## src/crtrt_pkg.sv

```systemverilog
// Package for the raster timing, cursor and light-pen block.
// Assumes an AHB-Lite slave with one 32-bit word per register.
package crtrt_pkg;
  // Register indexes; byte address is four times the index
  localparam logic [4:0] IDX_HTOTAL = 5'h00;
  localparam logic [4:0] IDX_HDISP = 5'h01;
  localparam logic [4:0] IDX_HSYNC_POS = 5'h02;
  localparam logic [4:0] IDX_SYNC_WID = 5'h03;
  localparam logic [4:0] IDX_VTOTAL = 5'h04;
  localparam logic [4:0] IDX_VADJ = 5'h05;
  localparam logic [4:0] IDX_VDISP = 5'h06;
  localparam logic [4:0] IDX_VSYNC_POS = 5'h07;
  localparam logic [4:0] IDX_ILACE = 5'h08;
  localparam logic [4:0] IDX_CHAR_VT = 5'h09;
  localparam logic [4:0] IDX_CUR_START = 5'h0A;
  localparam logic [4:0] IDX_CUR_END = 5'h0B;
  localparam logic [4:0] IDX_DSTART_HI = 5'h0C;
  localparam logic [4:0] IDX_DSTART_LO = 5'h0D;
  localparam logic [4:0] IDX_CUR_HI = 5'h0E;
  localparam logic [4:0] IDX_CUR_LO = 5'h0F;
  localparam logic [4:0] IDX_PEN_ROW = 5'h10;
  localparam logic [4:0] IDX_PEN_COL = 5'h11;
  localparam logic [4:0] IDX_STATUS = 5'h12;
  localparam logic [4:0] IDX_MODE = 5'h13;
  localparam int NUM_REGS = 20;
  localparam int NUM_RW = 16;
  // Field positions
  localparam int STATUS_PEN_BIT = 6;
  localparam int MODE_BITMAP_BIT = 0;
  localparam int BLINK16_BIT = 3;
  localparam int BLINK32_BIT = 4;
  // Light-pen count origins
  localparam logic [7:0] PEN_ROW_BASE = 8'h01;
  localparam logic [7:0] PEN_COL_BASE = 8'h08;
  // Reset values of the timing registers (80x25, 8x8 cells)
  localparam logic [7:0] RST_HTOTAL = 8'h63;
  localparam logic [7:0] RST_HDISP = 8'h50;
  localparam logic [7:0] RST_HSYNC_POS = 8'h55;
  localparam logic [7:0] RST_SYNC_WID = 8'h49;
  localparam logic [7:0] RST_VTOTAL = 8'h1F;
  localparam logic [7:0] RST_VADJ = 8'h00;
  localparam logic [7:0] RST_VDISP = 8'h19;
  localparam logic [7:0] RST_VSYNC_POS = 8'h1D;
  localparam logic [7:0] RST_CHAR_VT = 8'h07;
  localparam logic [7:0] RST_CUR_START = 8'h20;
  localparam logic [7:0] RST_CUR_END = 8'h08;
  localparam logic [7:0] RST_ZERO = 8'h00;
  localparam logic [1:0] HTRANS_NONSEQ = 2'h2;

  typedef enum logic [1:0] {
    CRTRT_CUR_STEADY = 2'b00,
    CRTRT_CUR_OFF = 2'b01,
    CRTRT_CUR_BLINK16 = 2'b10,
    CRTRT_CUR_BLINK32 = 2'b11
  } crtrt_cursor_mode_type;

  typedef struct packed {
    logic hsync;
    logic vsync;
    logic display_en;
    logic cursor_on;
    logic odd_field;
  } crtrt_video_type;

  typedef struct packed {
    logic [15:0] addr;
    logic [4:0] line;
    logic bitmap;
  } crtrt_fetch_type;

  typedef struct packed {
    logic [3:0] fg;
    logic [3:0] bg;
  } crtrt_attr_type;
endpackage

```

## src/crtrt_top.sv

```systemverilog
// Raster timing generator with cursor and light pen, AHB-Lite slave.
// Assumes pen_strobe_input is asynchronous; everything else is on hclk.
//
// Our own choices: the AHB-Lite interface to the registers and the register offsets.
`timescale 1ns/10ps
module crtrt_top #(
  parameter int ADDR_W = 8
) (
  input wire logic hclk,
  input wire logic hresetn,
  input wire logic hsel,
  input wire logic [ADDR_W-1:0] haddr,
  input wire logic [1:0] htrans,
  input wire logic hwrite,
  input wire logic [2:0] hsize,
  input wire logic [31:0] hwdata,
  input wire logic hready,
  output logic [31:0] hrdata,
  output logic hreadyout,
  output logic hresp,
  input wire logic pen_strobe_input,
  input wire logic [7:0] attr_byte,
  output crtrt_pkg::crtrt_video_type video,
  output crtrt_pkg::crtrt_fetch_type fetch,
  output crtrt_pkg::crtrt_attr_type attr_colors
);
  initial begin
    if (ADDR_W < 8) $error("crtrt_top: ADDR_W must reach all registers");
  end

  // Register bank
  logic [7:0] regs_reg [crtrt_pkg::NUM_RW];
  logic [7:0] mode_reg;
  logic [7:0] pen_row_reg;
  logic [7:0] pen_col_reg;
  logic pen_valid_reg;

  localparam logic [7:0] RST_VALS [crtrt_pkg::NUM_RW] = '{
    crtrt_pkg::RST_HTOTAL, crtrt_pkg::RST_HDISP, crtrt_pkg::RST_HSYNC_POS,
    crtrt_pkg::RST_SYNC_WID, crtrt_pkg::RST_VTOTAL, crtrt_pkg::RST_VADJ,
    crtrt_pkg::RST_VDISP, crtrt_pkg::RST_VSYNC_POS, crtrt_pkg::RST_ZERO,
    crtrt_pkg::RST_CHAR_VT, crtrt_pkg::RST_CUR_START, crtrt_pkg::RST_CUR_END,
    crtrt_pkg::RST_ZERO, crtrt_pkg::RST_ZERO, crtrt_pkg::RST_ZERO,
    crtrt_pkg::RST_ZERO};

  // AHB address phase capture
  logic wr_pend_reg;
  logic [4:0] wr_idx_reg;
  wire addr_ok = haddr[1:0] == 2'b00 && haddr[ADDR_W-1:7] == '0;
  wire [4:0] a_idx = haddr[6:2];
  wire take = hsel && hready && htrans == crtrt_pkg::HTRANS_NONSEQ;
  wire take_wr = take && hwrite && addr_ok;
  wire take_rd = take && !hwrite && addr_ok;
  wire pen_read = take_rd &&
    (a_idx == crtrt_pkg::IDX_PEN_ROW || a_idx == crtrt_pkg::IDX_PEN_COL);

  // A read right behind a write to the same register sees the new value
  wire fwd_ok = wr_pend_reg && wr_idx_reg == a_idx &&
    (a_idx < 5'(crtrt_pkg::NUM_RW) || a_idx == crtrt_pkg::IDX_MODE);
  wire [7:0] rd_byte = fwd_ok ? hwdata[7:0] : rd_val;

  assign hreadyout = 1'b1;
  assign hresp = 1'b0;

  // Read mux, registered into the data phase
  logic [7:0] rd_val;
  always_comb begin
    rd_val = 8'h00;
    if (a_idx < 5'(crtrt_pkg::NUM_RW)) begin
      rd_val = regs_reg[a_idx[3:0]];
    end else begin
      case (a_idx)
        crtrt_pkg::IDX_PEN_ROW: rd_val = pen_row_reg;
        crtrt_pkg::IDX_PEN_COL: rd_val = pen_col_reg;
        crtrt_pkg::IDX_STATUS: rd_val = {1'b0, pen_valid_reg, 6'h00};
        crtrt_pkg::IDX_MODE: rd_val = mode_reg;
        default: rd_val = 8'h00;
      endcase
    end
  end

  always_ff @(posedge hclk or negedge hresetn) begin
    if (!hresetn) begin
      hrdata <= 32'h00000000;
      wr_pend_reg <= 1'b0;
      wr_idx_reg <= 5'h00;
    end else begin
      hrdata <= take_rd ? {24'h000000, rd_byte} : 32'h00000000;
      wr_pend_reg <= take_wr;
      wr_idx_reg <= a_idx;
    end
  end

  for (genvar g = 0; g < crtrt_pkg::NUM_RW; g++) begin : g_regs
    always_ff @(posedge hclk or negedge hresetn) begin
      if (!hresetn) begin
        regs_reg[g] <= RST_VALS[g];
      end else if (wr_pend_reg && wr_idx_reg == 5'(g)) begin
        regs_reg[g] <= hwdata[7:0];
      end
    end
  end

  always_ff @(posedge hclk or negedge hresetn) begin
    if (!hresetn) begin
      mode_reg <= crtrt_pkg::RST_ZERO;
    end else if (wr_pend_reg && wr_idx_reg == crtrt_pkg::IDX_MODE) begin
      mode_reg <= hwdata[7:0];
    end
  end

  // Field views
  wire [7:0] h_total = regs_reg[crtrt_pkg::IDX_HTOTAL[3:0]];
  wire [7:0] h_disp = regs_reg[crtrt_pkg::IDX_HDISP[3:0]];
  wire [7:0] h_spos = regs_reg[crtrt_pkg::IDX_HSYNC_POS[3:0]];
  wire [3:0] h_swid = regs_reg[crtrt_pkg::IDX_SYNC_WID[3:0]][3:0];
  wire [3:0] v_swid = regs_reg[crtrt_pkg::IDX_SYNC_WID[3:0]][7:4];
  wire [7:0] v_total = regs_reg[crtrt_pkg::IDX_VTOTAL[3:0]];
  wire [4:0] v_adj = regs_reg[crtrt_pkg::IDX_VADJ[3:0]][4:0];
  wire [7:0] v_disp = regs_reg[crtrt_pkg::IDX_VDISP[3:0]];
  wire [7:0] v_spos = regs_reg[crtrt_pkg::IDX_VSYNC_POS[3:0]];
  wire [1:0] ilace = regs_reg[crtrt_pkg::IDX_ILACE[3:0]][1:0];
  wire [4:0] char_vt = regs_reg[crtrt_pkg::IDX_CHAR_VT[3:0]][4:0];
  wire [4:0] cur_start = regs_reg[crtrt_pkg::IDX_CUR_START[3:0]][4:0];
  wire [1:0] cur_mode_bits = regs_reg[crtrt_pkg::IDX_CUR_START[3:0]][6:5];
  wire [4:0] cur_end = regs_reg[crtrt_pkg::IDX_CUR_END[3:0]][4:0];
  wire [15:0] disp_start = {regs_reg[crtrt_pkg::IDX_DSTART_HI[3:0]],
    regs_reg[crtrt_pkg::IDX_DSTART_LO[3:0]]};
  wire [15:0] cur_addr = {regs_reg[crtrt_pkg::IDX_CUR_HI[3:0]],
    regs_reg[crtrt_pkg::IDX_CUR_LO[3:0]]};
  crtrt_pkg::crtrt_cursor_mode_type cur_mode;
  assign cur_mode = crtrt_pkg::crtrt_cursor_mode_type'(cur_mode_bits);
  wire ilace_sync = ilace[0];
  wire ilace_video = ilace == 2'b11;

  // Counters
  logic [7:0] hcnt_reg;
  logic [7:0] row_reg;
  logic [4:0] line_reg;
  logic [4:0] adj_cnt_reg;
  logic in_adj_reg;
  logic odd_reg;
  logic [4:0] frame_cnt_reg;
  logic [15:0] row_addr_reg;
  logic [15:0] char_addr_reg;
  logic [3:0] hs_cnt_reg;
  logic hsync_reg;
  logic [4:0] vs_cnt_reg;
  logic vsync_reg;
  logic vs_arm_reg;

  wire line_end = hcnt_reg == h_total;
  wire half_line = hcnt_reg == {1'b0, h_total[7:1]};
  // Sync-and-video steps two lines per field, shifted by field parity
  wire [4:0] line_step = ilace_video ? 5'h02 : 5'h01;
  wire [4:0] line_first = (ilace_video && odd_reg) ? 5'h01 : 5'h00;
  wire row_last_line = line_reg + line_step > char_vt;
  wire [4:0] adj_lim = ilace_video ? {1'b0, v_adj[4:1]} : v_adj;
  wire [4:0] vs_lim = ilace_video ? {2'b00, v_swid[3:1]} : {1'b0, v_swid};
  wire rows_done = row_reg == v_total;
  wire frame_end = line_end && (in_adj_reg ? adj_cnt_reg + 5'h01 >= adj_lim
    : (row_last_line && rows_done && adj_lim == 5'h00));
  wire h_active = hcnt_reg < h_disp;
  wire v_active = !in_adj_reg && row_reg < v_disp;
  wire row_hit = !in_adj_reg && row_reg + 8'h01 == v_spos - 8'h01;
  // Odd fields of interlaced sync start vsync mid-line
  wire odd_half = ilace_sync && odd_reg && !ilace_video;
  wire vs_start = odd_half ?
    (vs_arm_reg && half_line) : (row_hit && line_end && row_last_line);

  always_ff @(posedge hclk or negedge hresetn) begin
    if (!hresetn) begin
      hcnt_reg <= 8'h00;
      row_reg <= 8'h00;
      line_reg <= 5'h00;
      adj_cnt_reg <= 5'h00;
      in_adj_reg <= 1'b0;
      odd_reg <= 1'b0;
      row_addr_reg <= 16'h0000;
      char_addr_reg <= 16'h0000;
    end else begin
      hcnt_reg <= line_end ? 8'h00 : hcnt_reg + 8'h01;
      if (h_active && v_active) begin
        char_addr_reg <= char_addr_reg + 16'h0001;
      end else if (line_end) begin
        char_addr_reg <= row_addr_reg;
      end
      if (frame_end) begin
        row_reg <= 8'h00;
        line_reg <= (ilace_video && !odd_reg) ? 5'h01 : 5'h00;
        in_adj_reg <= 1'b0;
        adj_cnt_reg <= 5'h00;
        odd_reg <= ilace_sync ? !odd_reg : 1'b0;
        row_addr_reg <= disp_start;
        char_addr_reg <= disp_start;
      end else if (line_end) begin
        if (in_adj_reg) begin
          adj_cnt_reg <= adj_cnt_reg + 5'h01;
        end else if (row_last_line) begin
          line_reg <= line_first;
          if (rows_done) begin
            in_adj_reg <= 1'b1;
          end else begin
            row_reg <= row_reg + 8'h01;
          end
          if (v_active) begin
            // Bitmap mode advances per scan line, character mode per row
            row_addr_reg <= row_addr_reg + {8'h00, h_disp};
            char_addr_reg <= row_addr_reg + {8'h00, h_disp};
          end
        end else begin
          line_reg <= line_reg + line_step;
          if (mode_reg[crtrt_pkg::MODE_BITMAP_BIT] && v_active) begin
            row_addr_reg <= row_addr_reg + {8'h00, h_disp};
            char_addr_reg <= row_addr_reg + {8'h00, h_disp};
          end
        end
      end
    end
  end

  // Sync generation
  always_ff @(posedge hclk or negedge hresetn) begin
    if (!hresetn) begin
      hs_cnt_reg <= 4'h0;
      hsync_reg <= 1'b0;
      vs_cnt_reg <= 5'h00;
      vsync_reg <= 1'b0;
      vs_arm_reg <= 1'b0;
      frame_cnt_reg <= 5'h00;
    end else begin
      if (hcnt_reg == h_spos) begin
        hsync_reg <= 1'b1;
        hs_cnt_reg <= h_swid;
      end else if (hsync_reg) begin
        if (hs_cnt_reg == 4'h0) begin
          hsync_reg <= 1'b0;
        end else begin
          hs_cnt_reg <= hs_cnt_reg - 4'h1;
        end
      end
      // Arm only for the half-line start, so no stale arm fires early
      if (odd_half && row_hit && line_end && row_last_line) begin
        vs_arm_reg <= 1'b1;
      end else if (vs_start || !odd_half) begin
        vs_arm_reg <= 1'b0;
      end
      // Vsync counts whole lines, so it carries across the frame boundary
      if (vs_start && vs_lim != 5'h00) begin
        vsync_reg <= 1'b1;
        vs_cnt_reg <= vs_lim;
        frame_cnt_reg <= frame_cnt_reg + 5'h01;
      end else if (vsync_reg && (ilace_sync && odd_reg && !ilace_video ?
          half_line : line_end)) begin
        if (vs_cnt_reg <= 5'h01) begin
          vsync_reg <= 1'b0;
        end
        vs_cnt_reg <= vs_cnt_reg - 5'h01;
      end
    end
  end

  // Cursor
  wire on_cursor_line = line_reg >= cur_start && line_reg + 5'h01 < cur_end + 5'h01 &&
    line_reg < cur_end;
  logic blink_ok;
  always_comb begin
    case (cur_mode)
      crtrt_pkg::CRTRT_CUR_STEADY: blink_ok = 1'b1;
      crtrt_pkg::CRTRT_CUR_OFF: blink_ok = 1'b0;
      crtrt_pkg::CRTRT_CUR_BLINK16: blink_ok = frame_cnt_reg[crtrt_pkg::BLINK16_BIT];
      crtrt_pkg::CRTRT_CUR_BLINK32: blink_ok = frame_cnt_reg[crtrt_pkg::BLINK32_BIT];
      default: blink_ok = 1'b0;
    endcase
  end
  wire cursor_now = h_active && v_active && char_addr_reg == cur_addr &&
    on_cursor_line && blink_ok;

  always_ff @(posedge hclk or negedge hresetn) begin
    if (!hresetn) begin
      video <= '0;
      fetch <= '0;
      attr_colors <= '0;
    end else begin
      video <= '{hsync: hsync_reg, vsync: vsync_reg, display_en: h_active && v_active,
        cursor_on: cursor_now, odd_field: odd_reg};
      fetch <= '{addr: char_addr_reg, line: line_reg,
        bitmap: mode_reg[crtrt_pkg::MODE_BITMAP_BIT]};
      attr_colors <= '{fg: attr_byte[3:0], bg: attr_byte[7:4]};
    end
  end

  // Light pen: two-stage synchroniser then edge detect on stage two
  logic pen_s1_reg;
  logic pen_s2_reg;
  logic pen_s3_reg;
  wire pen_rise = pen_s2_reg && !pen_s3_reg;
  always_ff @(posedge hclk or negedge hresetn) begin
    if (!hresetn) begin
      pen_s1_reg <= 1'b0;
      pen_s2_reg <= 1'b0;
      pen_s3_reg <= 1'b0;
      pen_row_reg <= 8'h00;
      pen_col_reg <= 8'h00;
      pen_valid_reg <= 1'b0;
    end else begin
      pen_s1_reg <= pen_strobe_input;
      pen_s2_reg <= pen_s1_reg;
      pen_s3_reg <= pen_s2_reg;
      if (pen_rise) begin
        pen_row_reg <= row_reg + crtrt_pkg::PEN_ROW_BASE;
        pen_col_reg <= hcnt_reg + crtrt_pkg::PEN_COL_BASE;
      end
      // Set wins over a same-cycle read
      if (pen_rise) begin
        pen_valid_reg <= 1'b1;
      end else if (pen_read) begin
        pen_valid_reg <= 1'b0;
      end
    end
  end
endmodule

```

## config.mk

```make
export PLATFORM = sky130hd
export DESIGN_NAME = crtrt_top
export DESIGN_NICKNAME = d
export VERILOG_FILES = /design/src/crtrt_pkg.sv /design/src/crtrt_top.sv
export SDC_FILE = /design/constraint.sdc
export NUM_CORES = 1
export LEC_CHECK = 0
export BUFFER_PORTS_ARGS = -buffer_cell sky130_fd_sc_hd__buf_2
export CAP_MARGIN = 40
export CELL_PAD_IN_SITES_DETAIL_PLACEMENT = 2
export CELL_PAD_IN_SITES_GLOBAL_PLACEMENT = 2
export CORE_MARGIN = 5
export CORE_UTILIZATION = 37
export CTS_CLUSTER_SIZE = 10
export DETAILED_ROUTE_END_ITERATION = 16
export PLACE_DENSITY_LB_ADDON = 0.1
export SLEW_MARGIN = 20
export SYNTH_ARGS = -nofsm -noshare
export SYNTH_HDL_FRONTEND = slang
export SYNTH_SLANG_ARGS = --single-unit
export TNS_END_PERCENT = 50
```

## constraint.sdc

```tcl
create_clock -name hclk -period 3.87 [get_ports hclk]
set_input_delay 0.774 -clock hclk [delete_from_list [all_inputs] [get_ports hclk]]
set_output_delay 0.774 -clock hclk [all_outputs]
set_load 0.01 [all_outputs]
```

==> Yosys cells after proc, flatten, opt, wreduce, memory -nomap -nowiden <==
Index checks and enable logic that the tools add are counted.
{ "classes": {"n_bitwise": 2, "reduce_logical": 82, "magnitude_cmp": 10, "add_sub_neg": 13, "n_eq_ne": 36, "muxes": 64} }
{ "ops": {"columns": ["cell", "count"], "rows": [
  ["$mux W16", 14],
  ["$mux W8", 11],
  ["$logic_and A1 B1 Y1", 52],
  ["$mux W5", 10],
  ["$eq A5 B4 Y1 const B", 8],
  ["$bmux W8 S4", 1],
  ["$eq A8 B8 Y1", 4],
  ["$pmux W8 S4", 1],
  ["$eq A5 B5 Y1 const B", 5],
  ["$mux W1", 21],
  ["$add A5 B1 Y5 const B", 4],
  ["$eq A5 B3 Y1 const B", 4],
  ["$add A16 B1 Y16 const B", 1],
  ["$add A16 B8 Y16", 1],
  ["$add A8 B1 Y8 const B", 2],
  ["$eq A16 B16 Y1", 1],
  ["$lt A8 B8 Y1", 2],
  ["$mux W4", 4],
  ["$reduce_bool A2 Y1", 8],
  ["$eq A5 B2 Y1 const B", 2],
  ["$ge A5 B5 Y1", 2],
  ["$logic_not A5 Y1", 2],
  ["$lt A5 B5 Y1", 2],
  ["$add A8 B4 Y8 const B", 1],
  ["other kinds (28)", 44]
]} }
{ "totals": {"output_inout_bits": 69, "word_cells": 257, "ff_bits": 282, "inputBits": 59} }

==> Longest topological paths before layout <==
Gate-level depths: netlist of the first run.
{ "depth": {"ltp_word": 10, "depth_mapped": 18} }

==> Worst setup path after synthesis of the first run <==
No wires, ideal clock.
{ "synth_timing": {"path_kind": "reg2reg", "startpoint": "reg regs_reg, in the netlist ilace[0]", "endpoint": "reg frame_cnt_reg[1]", "stages_incl_launch_ff": 14, "path_buffers": 0, "period_less_slack_ns": 3.723, "slack_ns": 0.147, "t_arrival_ns": 3.599, "t_required_ns": 3.745, "path_cell_list": "dfrtp_1 and2_1 clkinv_1 ha_1 ha_1 a21oi_1 nor2_1 xor2_1 ha_1 a21boi_0 o31ai_1 or4_1 o41ai_2 mux2_2"} }
{ "synth_between": {"elab_chain_cells": 7, "elab_cells_between_ends": 12, "classes_between": "add/sub (1); order compare (1); eq/ne (1); mux (3); reduce/logical (6)"} }
{ "synth_rtl": {"columns": ["item", "line", "text"], "rows": [
  ["start, declared", "crtrt_top.sv:32", "logic [7:0] regs_reg [crtrt_pkg::NUM_RW];"],
  ["start signal, assigned by index", "crtrt_top.sv:97", "regs_reg[g] <= RST_VALS[g];"],
  ["start signal, assigned by index", "crtrt_top.sv:99", "regs_reg[g] <= hwdata[7:0];"],
  ["$eq A2 B2 Y1", "crtrt_top.sv:134", "wire ilace_video = ilace == 2'b11;"],
  ["$mux W2", "crtrt_top.sv:155", "wire [4:0] line_step = ilace_video ? 5'h02 : 5'h01;"],
  ["$add A5 B2 Y5", "crtrt_top.sv:157", "wire row_last_line = line_reg + line_step > char_vt;"],
  ["$gt A5 B5 Y1", "crtrt_top.sv:157", null],
  ["$logic_and A1 B1 Y1", "crtrt_top.sv:169", "(vs_arm_reg && half_line) : (row_hit && line_end && row_last_line);"],
  ["$mux W1", "crtrt_top.sv:168", "wire vs_start = odd_half ?"],
  ["$logic_and A1 B1 Y1 (*)", "crtrt_top.sv:249", "if (vs_start && vs_lim != 5'h00) begin"],
  ["end signal, assigned", "crtrt_top.sv:252", "frame_cnt_reg <= frame_cnt_reg + 5'h01;"],
  ["end, declared", "crtrt_top.sv:143", "logic [4:0] frame_cnt_reg;"]
]} }
Mark *: on every way between the ends. The rest lies on a longest branch, timed or not.
A chain may end at the register's enable or synchronous reset.

==> Worst setup path in the final report of the first run <==
{ "layout_timing": {"startpoint": "reg regs_reg, in the netlist ilace[1]", "endpoint": "reg frame_cnt_reg[1]"} }
{ "layout_between": {"elab_chain_cells": 7, "elab_cells_between_ends": 11, "classes_between": "add/sub (1); order compare (1); eq/ne (1); mux (3); reduce/logical (5)"} }
{ "layout_rtl": {"columns": ["item", "line"], "rows": [
  ["$eq A2 B2 Y1 (*)", "crtrt_top.sv:134"],
  ["$mux W2", "crtrt_top.sv:155"],
  ["$add A5 B2 Y5", "crtrt_top.sv:157"],
  ["$gt A5 B5 Y1", "crtrt_top.sv:157"],
  ["$logic_and A1 B1 Y1", "crtrt_top.sv:169"],
  ["$mux W1", "crtrt_top.sv:168"],
  ["$logic_and A1 B1 Y1 (*)", "crtrt_top.sv:249"]
]} }
Marks and branches as above.

==> impl_metrics.json, run 1 <==
{
  "largest_reg_flops": 25,
  "finalSetupViolCount": 0,
  "final_cell_count_no_fill": 2042,
  "drcViolationCount": 0,
  "synth.area.top_cells": "dfrtp_1 41%, mux2_2 11%, mux4_2 6.0%",
  "viasPerCell": 5.63,
  "first_iter_violations": 597,
  "synth_area_per_cell_sq_um": 11.1,
  "wire_per_inst_um": 25.3,
  "cts_max_level": 2,
  "worstSetupPathType": "reg -> reg",
  "clock-root-buffer": "clkbuf_16",
  "rows": 74,
  "dieArea_sq_um": 45700,
  "slew_viol_final": 0,
  "cts.clk_slew.worst_paths_ns": 0.06,
  "clock-sinks": 282,
  "setup.reg_to_reg.worst_slack_ns": 0.26,
  "clockBufferDepth": 3,
  "synth_area_sq_um": 15300,
  "insertion_delay_ns": 0.55,
  "synth_compound_area_share_pct": 9.49,
  "muxShareOfSynthArea_pct": 17.4,
  "status": "finished clean",
  "finClkSkew_ns": 0.0141,
  "async_reset_ff_share_pct": 100,
  "core-area_sq_um": 40900,
  "fin_crit_sh_pct": 93.2,
  "syn_inst": 1385,
  "timing_hold_violations_final": 0,
  "cts_hold_buf": 0,
  "slew_headroom_pct": 45.5,
  "synth_cell_types": 74,
  "dp_hpwl_um": 37400,
  "synth-xor-area-share_pct": 6.68,
  "synth-simple-area-share_pct": 11.0,
  "path_max_fanout": 8,
  "vias": 11500,
  "ys_ff_latch": 282,
  "ys.flop_type": "dfrtp_1",
  "synth_top_family_by_area": "multiplexers",
  "fin_nets": 1601,
  "grt_pass1_vias": 12700,
  "numPlacedInstances": 1974,
  "fmax_ghz": 0.277,
  "gp_congestion": 0.820,
  "nFillCells": 4170,
  "synth_fa_ha_area_share_pct": 5.01,
  "synth.most_common_cell": "dfrtp_1",
  "pwr_density_cell_nw_per_um2": 511,
  "crit_required_ns": 4.29,
  "drtAntennaViolNets": 0,
  "rsz0062_at_grt": "false",
  "max-vdd-ir-drop_uv": 257,
  "initial_utilization_pct": 37.5,
  "io_buffers": 74,
  "grt_overflow": 0,
  "period_needed_ns": 3.61,
  "dr.pass1.iters": 4,
  "cts_buffers": 37,
  "track_usage_pct": 22.8,
  "finalPower_mw": 9.08,
  "yosysTopAreaCell": "dfrtp_1",
  "cp-start-kind": "flop",
  "antenna_found_initial": 0,
  "grt_start_max_net_pins": 98,
  "synth_top_area_share_pct": 41.1,
  "cap_violations": 0,
  "ys_seq_area_share_pct": 46.2,
  "grt_pass1_wl_um": 78900,
  "die_y_um": 214,
  "drive_gt1_share_pct": 27.4,
  "syn2layout_area_growth_pct": 15.6,
  "cts_tree": "yes",
  "worst_pin_slew_ns": 0.817,
  "end_kind": "flop",
  "hold_slack_ns": 0.149,
  "leakage_nw": 7.93,
  "synth_edf_count": 0,
  "wl_um": 51600,
  "ys_top_cells_by_count": "252 x dfrtp_1, 146 x mux2_2, 100 x nand2_1",
  "die_x_um": 214,
  "arrival_ns": 4.03,
  "ios": 128,
  "yosys_warnings": 0,
  "min_path_type": "in -> async"
}
cells in the final DEF (no fill, tap or decap), types with 7 or more instances in the layout:
cell type	n
dfrtp_1	252
mux2_2	146
nand2_1	100
nor2_1	91
buf_2	73
a21oi_1	72
xnor2_1	70
o21ai_0	61
ha_1	59
inv_1	50
xor2_1	47
buf_4	43
nand3_1	41
mux4_2	41
clkbuf_16	39
dfstp_2	30
conb_1	26
nand4_1	20
nor3_1	17
and3_1	13
clkbuf_1	13
nand2b_1	12
a21o_1	11
or3_1	10
clkbuf_8	10
mux2i_1	9
a31oi_1	8
nor2b_1	8
nor4_1	8
and2_1	7
a211oi_1	7
o21a_1	7
a22oi_1	7
buf_12	7
per-stage QoR:
stage	setup WS (ns)	utilization, %	setup TNS, ns	cell area, sq um
5_1_grt	0.0393	43.4	0	17700
3_3_place_gp	0.0638	40.3	0	16500
6_report	0.262	43.4	0	17700
3_5_place_dp	-0.0647	40.3	-0.219	16500
4_1_cts	0.0491	43.3	0	17700
2_1_floorplan	0.147	-	0	15400
final cells by class:
cell class / instances / area [sq um] / area share (%)
Clock inverter: 4 / 23.8 / 0.134
Tap cell: 532 / 666 / 3.75
Multi-Input combinational cell: 984 / 7750 / 43.7
Inverter: 52 / 195 / 1.10
Sequential cell: 282 / 7090 / 40.0
Timing Repair Buffer: 125 / 847 / 4.77
Clock buffer: 62 / 1160 / 6.55
Antenna cell: 1 / 2.50 / 0.0141
critical path, cell delays in order, from the launching register on:
cell	delay, ns
dfrtp_1	0.38
and2_4	0.16
inv_2	0.05
ha_1	0.20
ha_1	0.20
a21oi_2	0.15
nor2_1	0.08
xor2_1	0.16
ha_1	0.31
nand4_1	0.15
nor2_2	0.21
o31ai_4	0.10
or4_4	0.58
o41ai_2	0.22
buf_4	0.21
mux2_2	0.33
cell families (layout without fill, tap and decap cells):
family / count (synthesis) / after routing
simple gates: 351 / 351
flops: 282 / 282
compound gates: 232 / 232
mux: 197 / 197
buf+inv: 143 / 243
xor+xnor: 117 / 117
fa+ha+maj: 61 / 61
other cells: 2 / 27
path summary, 6_finish.rpt:
| kind | startpoint | cells after the start | endpoint |
|---|---|---|---|
| max | ilace[1]$_DFFE_PN0P_ | 15 | frame_cnt_reg[1]$_DFFE_PN0P_ |
| min | hresetn | 1 | fetch[7]$_DFF_PN0_ |
| max reg2reg | ilace[1]$_DFFE_PN0P_ | 15 | frame_cnt_reg[1]$_DFFE_PN0P_ |
| min reg2reg | pen_s1_reg$_DFF_PN0_ | 0 | pen_s2_reg$_DFF_PN0_ |
| max in group asynchronous | hresetn | 2 | v_total[2]$_DFFE_PN1P_ |
| min in group hclk | attr_byte[2] | 1 | attr_colors[6]$_DFF_PN0_ |
layer usage:
| layer | global-route usage, % | part of all wire [%] | vias to the layer above | wire (um) |
|---|---|---|---|---|
| met2 | 37.9 | 48 | 229 | 24900 |
| met3 | 3.88 | 4.3 | 87 | 2240 |
| met4 | 7.02 | 3.0 | 0 | 1550 |
| li1 | - | - | 5107 | - |
| met5 | 0 | 0 | - | 0 |
| met1 | 30.9 | 44 | 6074 | 22900 |
repair_timing:
| action | 4_1_cts | 5_1_grt |
|---|---|---|
| pin swaps | 0 | 2 |
| buffers inserted | 1 | 0 |
| endpoints found under the setup margin | 8 | 27 |
| resized for setup | 4 | 5 |
| endpoints found under the hold margin | 0 | 0 |
report_power, final:
group,switching [mW],internal [mW],total (mW)
Clock,1.35,2.04,3.39
Sequential,0.470,3.29,3.76
Combinational,1.07,0.855,1.93
Note: power is estimated with default switching activity, not from simulation.
==> run 2: changes to the inputs <==
--- a/config.mk
+++ b/config.mk
@@ -13,7 +13,7 @@
 export CORE_UTILIZATION = 37
 export CTS_CLUSTER_SIZE = 10
 export DETAILED_ROUTE_END_ITERATION = 16
-export PLACE_DENSITY_LB_ADDON = 0.1
+export PLACE_DENSITY = 0.85
 export SLEW_MARGIN = 20
 export SYNTH_ARGS = -nofsm -noshare
 export SYNTH_HDL_FRONTEND = slang
==> run 2 against run 1 <==
Die area stayed put. Utilization is 0.058 points lower. Non-clock buffer count is 6 higher. Sequential power hardly changed.
==> impl_metrics.json, run 2 (synthesized netlist as in run 1, its figures left out) <==
{
  "register_area_sq_um": 7090,
  "insertion_delay_ns": 0.55,
  "wire_per_inst_um": 28.4,
  "finClkSkew_ns": 0.0208,
  "dieArea_sq_um": 45700,
  "final_cell_count_no_fill": 2045,
  "status": "finished clean",
  "place_area_sq_um": 16500,
  "hold_slack_ns": 0.255,
  "crit_required_ns": 4.29,
  "io_buffers": 74,
  "track_usage_pct": 25.2,
  "path_max_fanout": 5,
  "cts_hold_buf": 0,
  "rows": 74,
  "worst_r2r_path_depth": 18,
  "drive_gt1_share_pct": 27.5,
  "cts_max_level": 2,
  "reg2reg_to": "row_reg[5]$_DFFE_PN0P_",
  "gp_congestion": 0.867,
  "setup.reg_to_reg.worst_slack_ns": 0.12,
  "ios": 128,
  "numPlacedInstances": 1967,
  "startpoint": "ilace[0]$_DFFE_PN0P_",
  "leakage_nw": 7.90,
  "grt_overflow": 0,
  "drtAntennaViolNets": 0,
  "cts_buffers": 35,
  "antenna_found_initial": 2,
  "grt_pass1_vias": 13700,
  "fmax_ghz": 0.267,
  "dp_hpwl_um": 38500,
  "arrival_ns": 4.17,
  "maxUsedRoutingLayer": "met4",
  "worstSetupPathType": "reg -> reg",
  "initial_utilization_pct": 37.5,
  "cap_violations": 0,
  "nFillCells": 4155,
  "min_path_type": "in -> async",
  "design_area_sq_um": 17700,
  "die_x_um": 214,
  "clockBufferDepth": 3,
  "fin_crit_sh_pct": 96.9,
  "clock-sinks": 282,
  "die_y_um": 214,
  "setup_tns_ns": 0,
  "multi_input_area_sq_um": 7800,
  "dr.pass1.iters": 5,
  "clock-root-buffer": "clkbuf_16",
  "met2_length_um": 29500,
  "finalSetupViolCount": 0,
  "max-vdd-ir-drop_uv": 259,
  "wl_um": 58100,
  "cts_tree": "yes",
  "wl_met3_um": 3120,
  "slew_headroom_pct": 43.4,
  "core-area_sq_um": 40900,
  "cp-start-kind": "flop",
  "end_kind": "flop",
  "worst_pin_slew_ns": 0.850,
  "first_iter_violations": 908,
  "rsz0062_at_grt": "true",
  "final_cell_mix": "252 x dfrtp_1, 146 x mux2_2, 100 x nand2_1",
  "syn2layout_area_growth_pct": 15.4,
  "fin_nets": 1605,
  "final_common_cell": "dfrtp_1",
  "pwr_density_cell_nw_per_um2": 509,
  "timing_hold_violations_final": 0,
  "viasPerCell": 5.96,
  "utilization_pct": 43.3,
  "grt_start_max_net_pins": 97,
  "r2r-start": "ilace[0]$_DFFE_PN0P_",
  "grt_pass1_wl_um": 87200,
  "cts.clk_slew.worst_paths_ns": 0.06,
  "wirelength_met1_um": 22800,
  "period_needed_ns": 3.75,
  "slew_viol_final": 0,
  "largest_reg_flops": 25,
  "vias": 12200,
  "drcViolationCount": 0
}
[run 2: per-layer routing]
metal / up-vias / global-route usage (%)
met2: 468 / 44.3
met5: - / 0
met3: 173 / 4.61
met1: 6436 / 30.2
li1: 5120 / -
met4: 0 / 11.1
[run 2: power by group]
group          internal, mW  total, mW  switching [mW]
Clock                  1.82       3.16            1.34
Sequential             3.29       3.75           0.461
Combinational         0.880       2.10            1.22
[run 2: worst max-delay path, stage by stage, from the launching register on]
cell	delay (ns)
dfrtp_1	0.37
and2_4	0.17
inv_2	0.05
ha_1	0.20
maj3_1	0.34
nand2_1	0.09
xnor2_1	0.09
ha_1	0.38
nand4_1	0.19
nor2_2	0.23
o31a_1	0.24
a31oi_2	0.16
buf_4	0.20
a211oi_4	0.33
buf_6	0.19
buf_4	0.11
o21ai_0	0.08
nand2_1	0.10
o41ai_2	0.08
[run 2: worst max-delay path by stage]
stage	cells past startpoint	slack [ns]	endpoint
3_5_place_dp	14	-0.07	frame_cnt_reg[1]$_DFFE_PN0P_
4_1_cts	15	0.04	frame_cnt_reg[1]$_DFFE_PN0P_
6_report	18	0.12	row_reg[5]$_DFFE_PN0P_
2_1_floorplan	13	0.15	frame_cnt_reg[1]$_DFFE_PN0P_
3_3_place_gp	14	0.09	frame_cnt_reg[1]$_DFFE_PN0P_
5_1_grt	19	-0.09	row_reg[5]$_DFFE_PN0P_
[run 2: what timing repair did]
action	4_1_cts	5_1_grt
setup endpoints to repair	26	52
pin swaps	3	5
buffers inserted	4	8
cloned	0	2
resized for setup	7	16
[run 2: area by class of cell]
class,count,area share [%]
Antenna cell,3,0.0424
Clock buffer,59,5.86
Clock inverter,2,0.0565
Inverter,52,1.10
Multi-Input combinational cell,984,44.0
Sequential cell,282,40.0
Tap cell,532,3.76
Timing Repair Buffer,131,5.13
[run 2: per-stage QoR]
step | total power, mW | worst slack, ns
3_3_place_gp | 5.56 | 0.0850
4_1_cts | 9.01 | 0.0420
6_report | 9.01 | 0.120
3_5_place_dp | 5.76 | -0.0743
5_1_grt | 9.39 | -0.0883
2_1_floorplan | 4.92 | 0.147
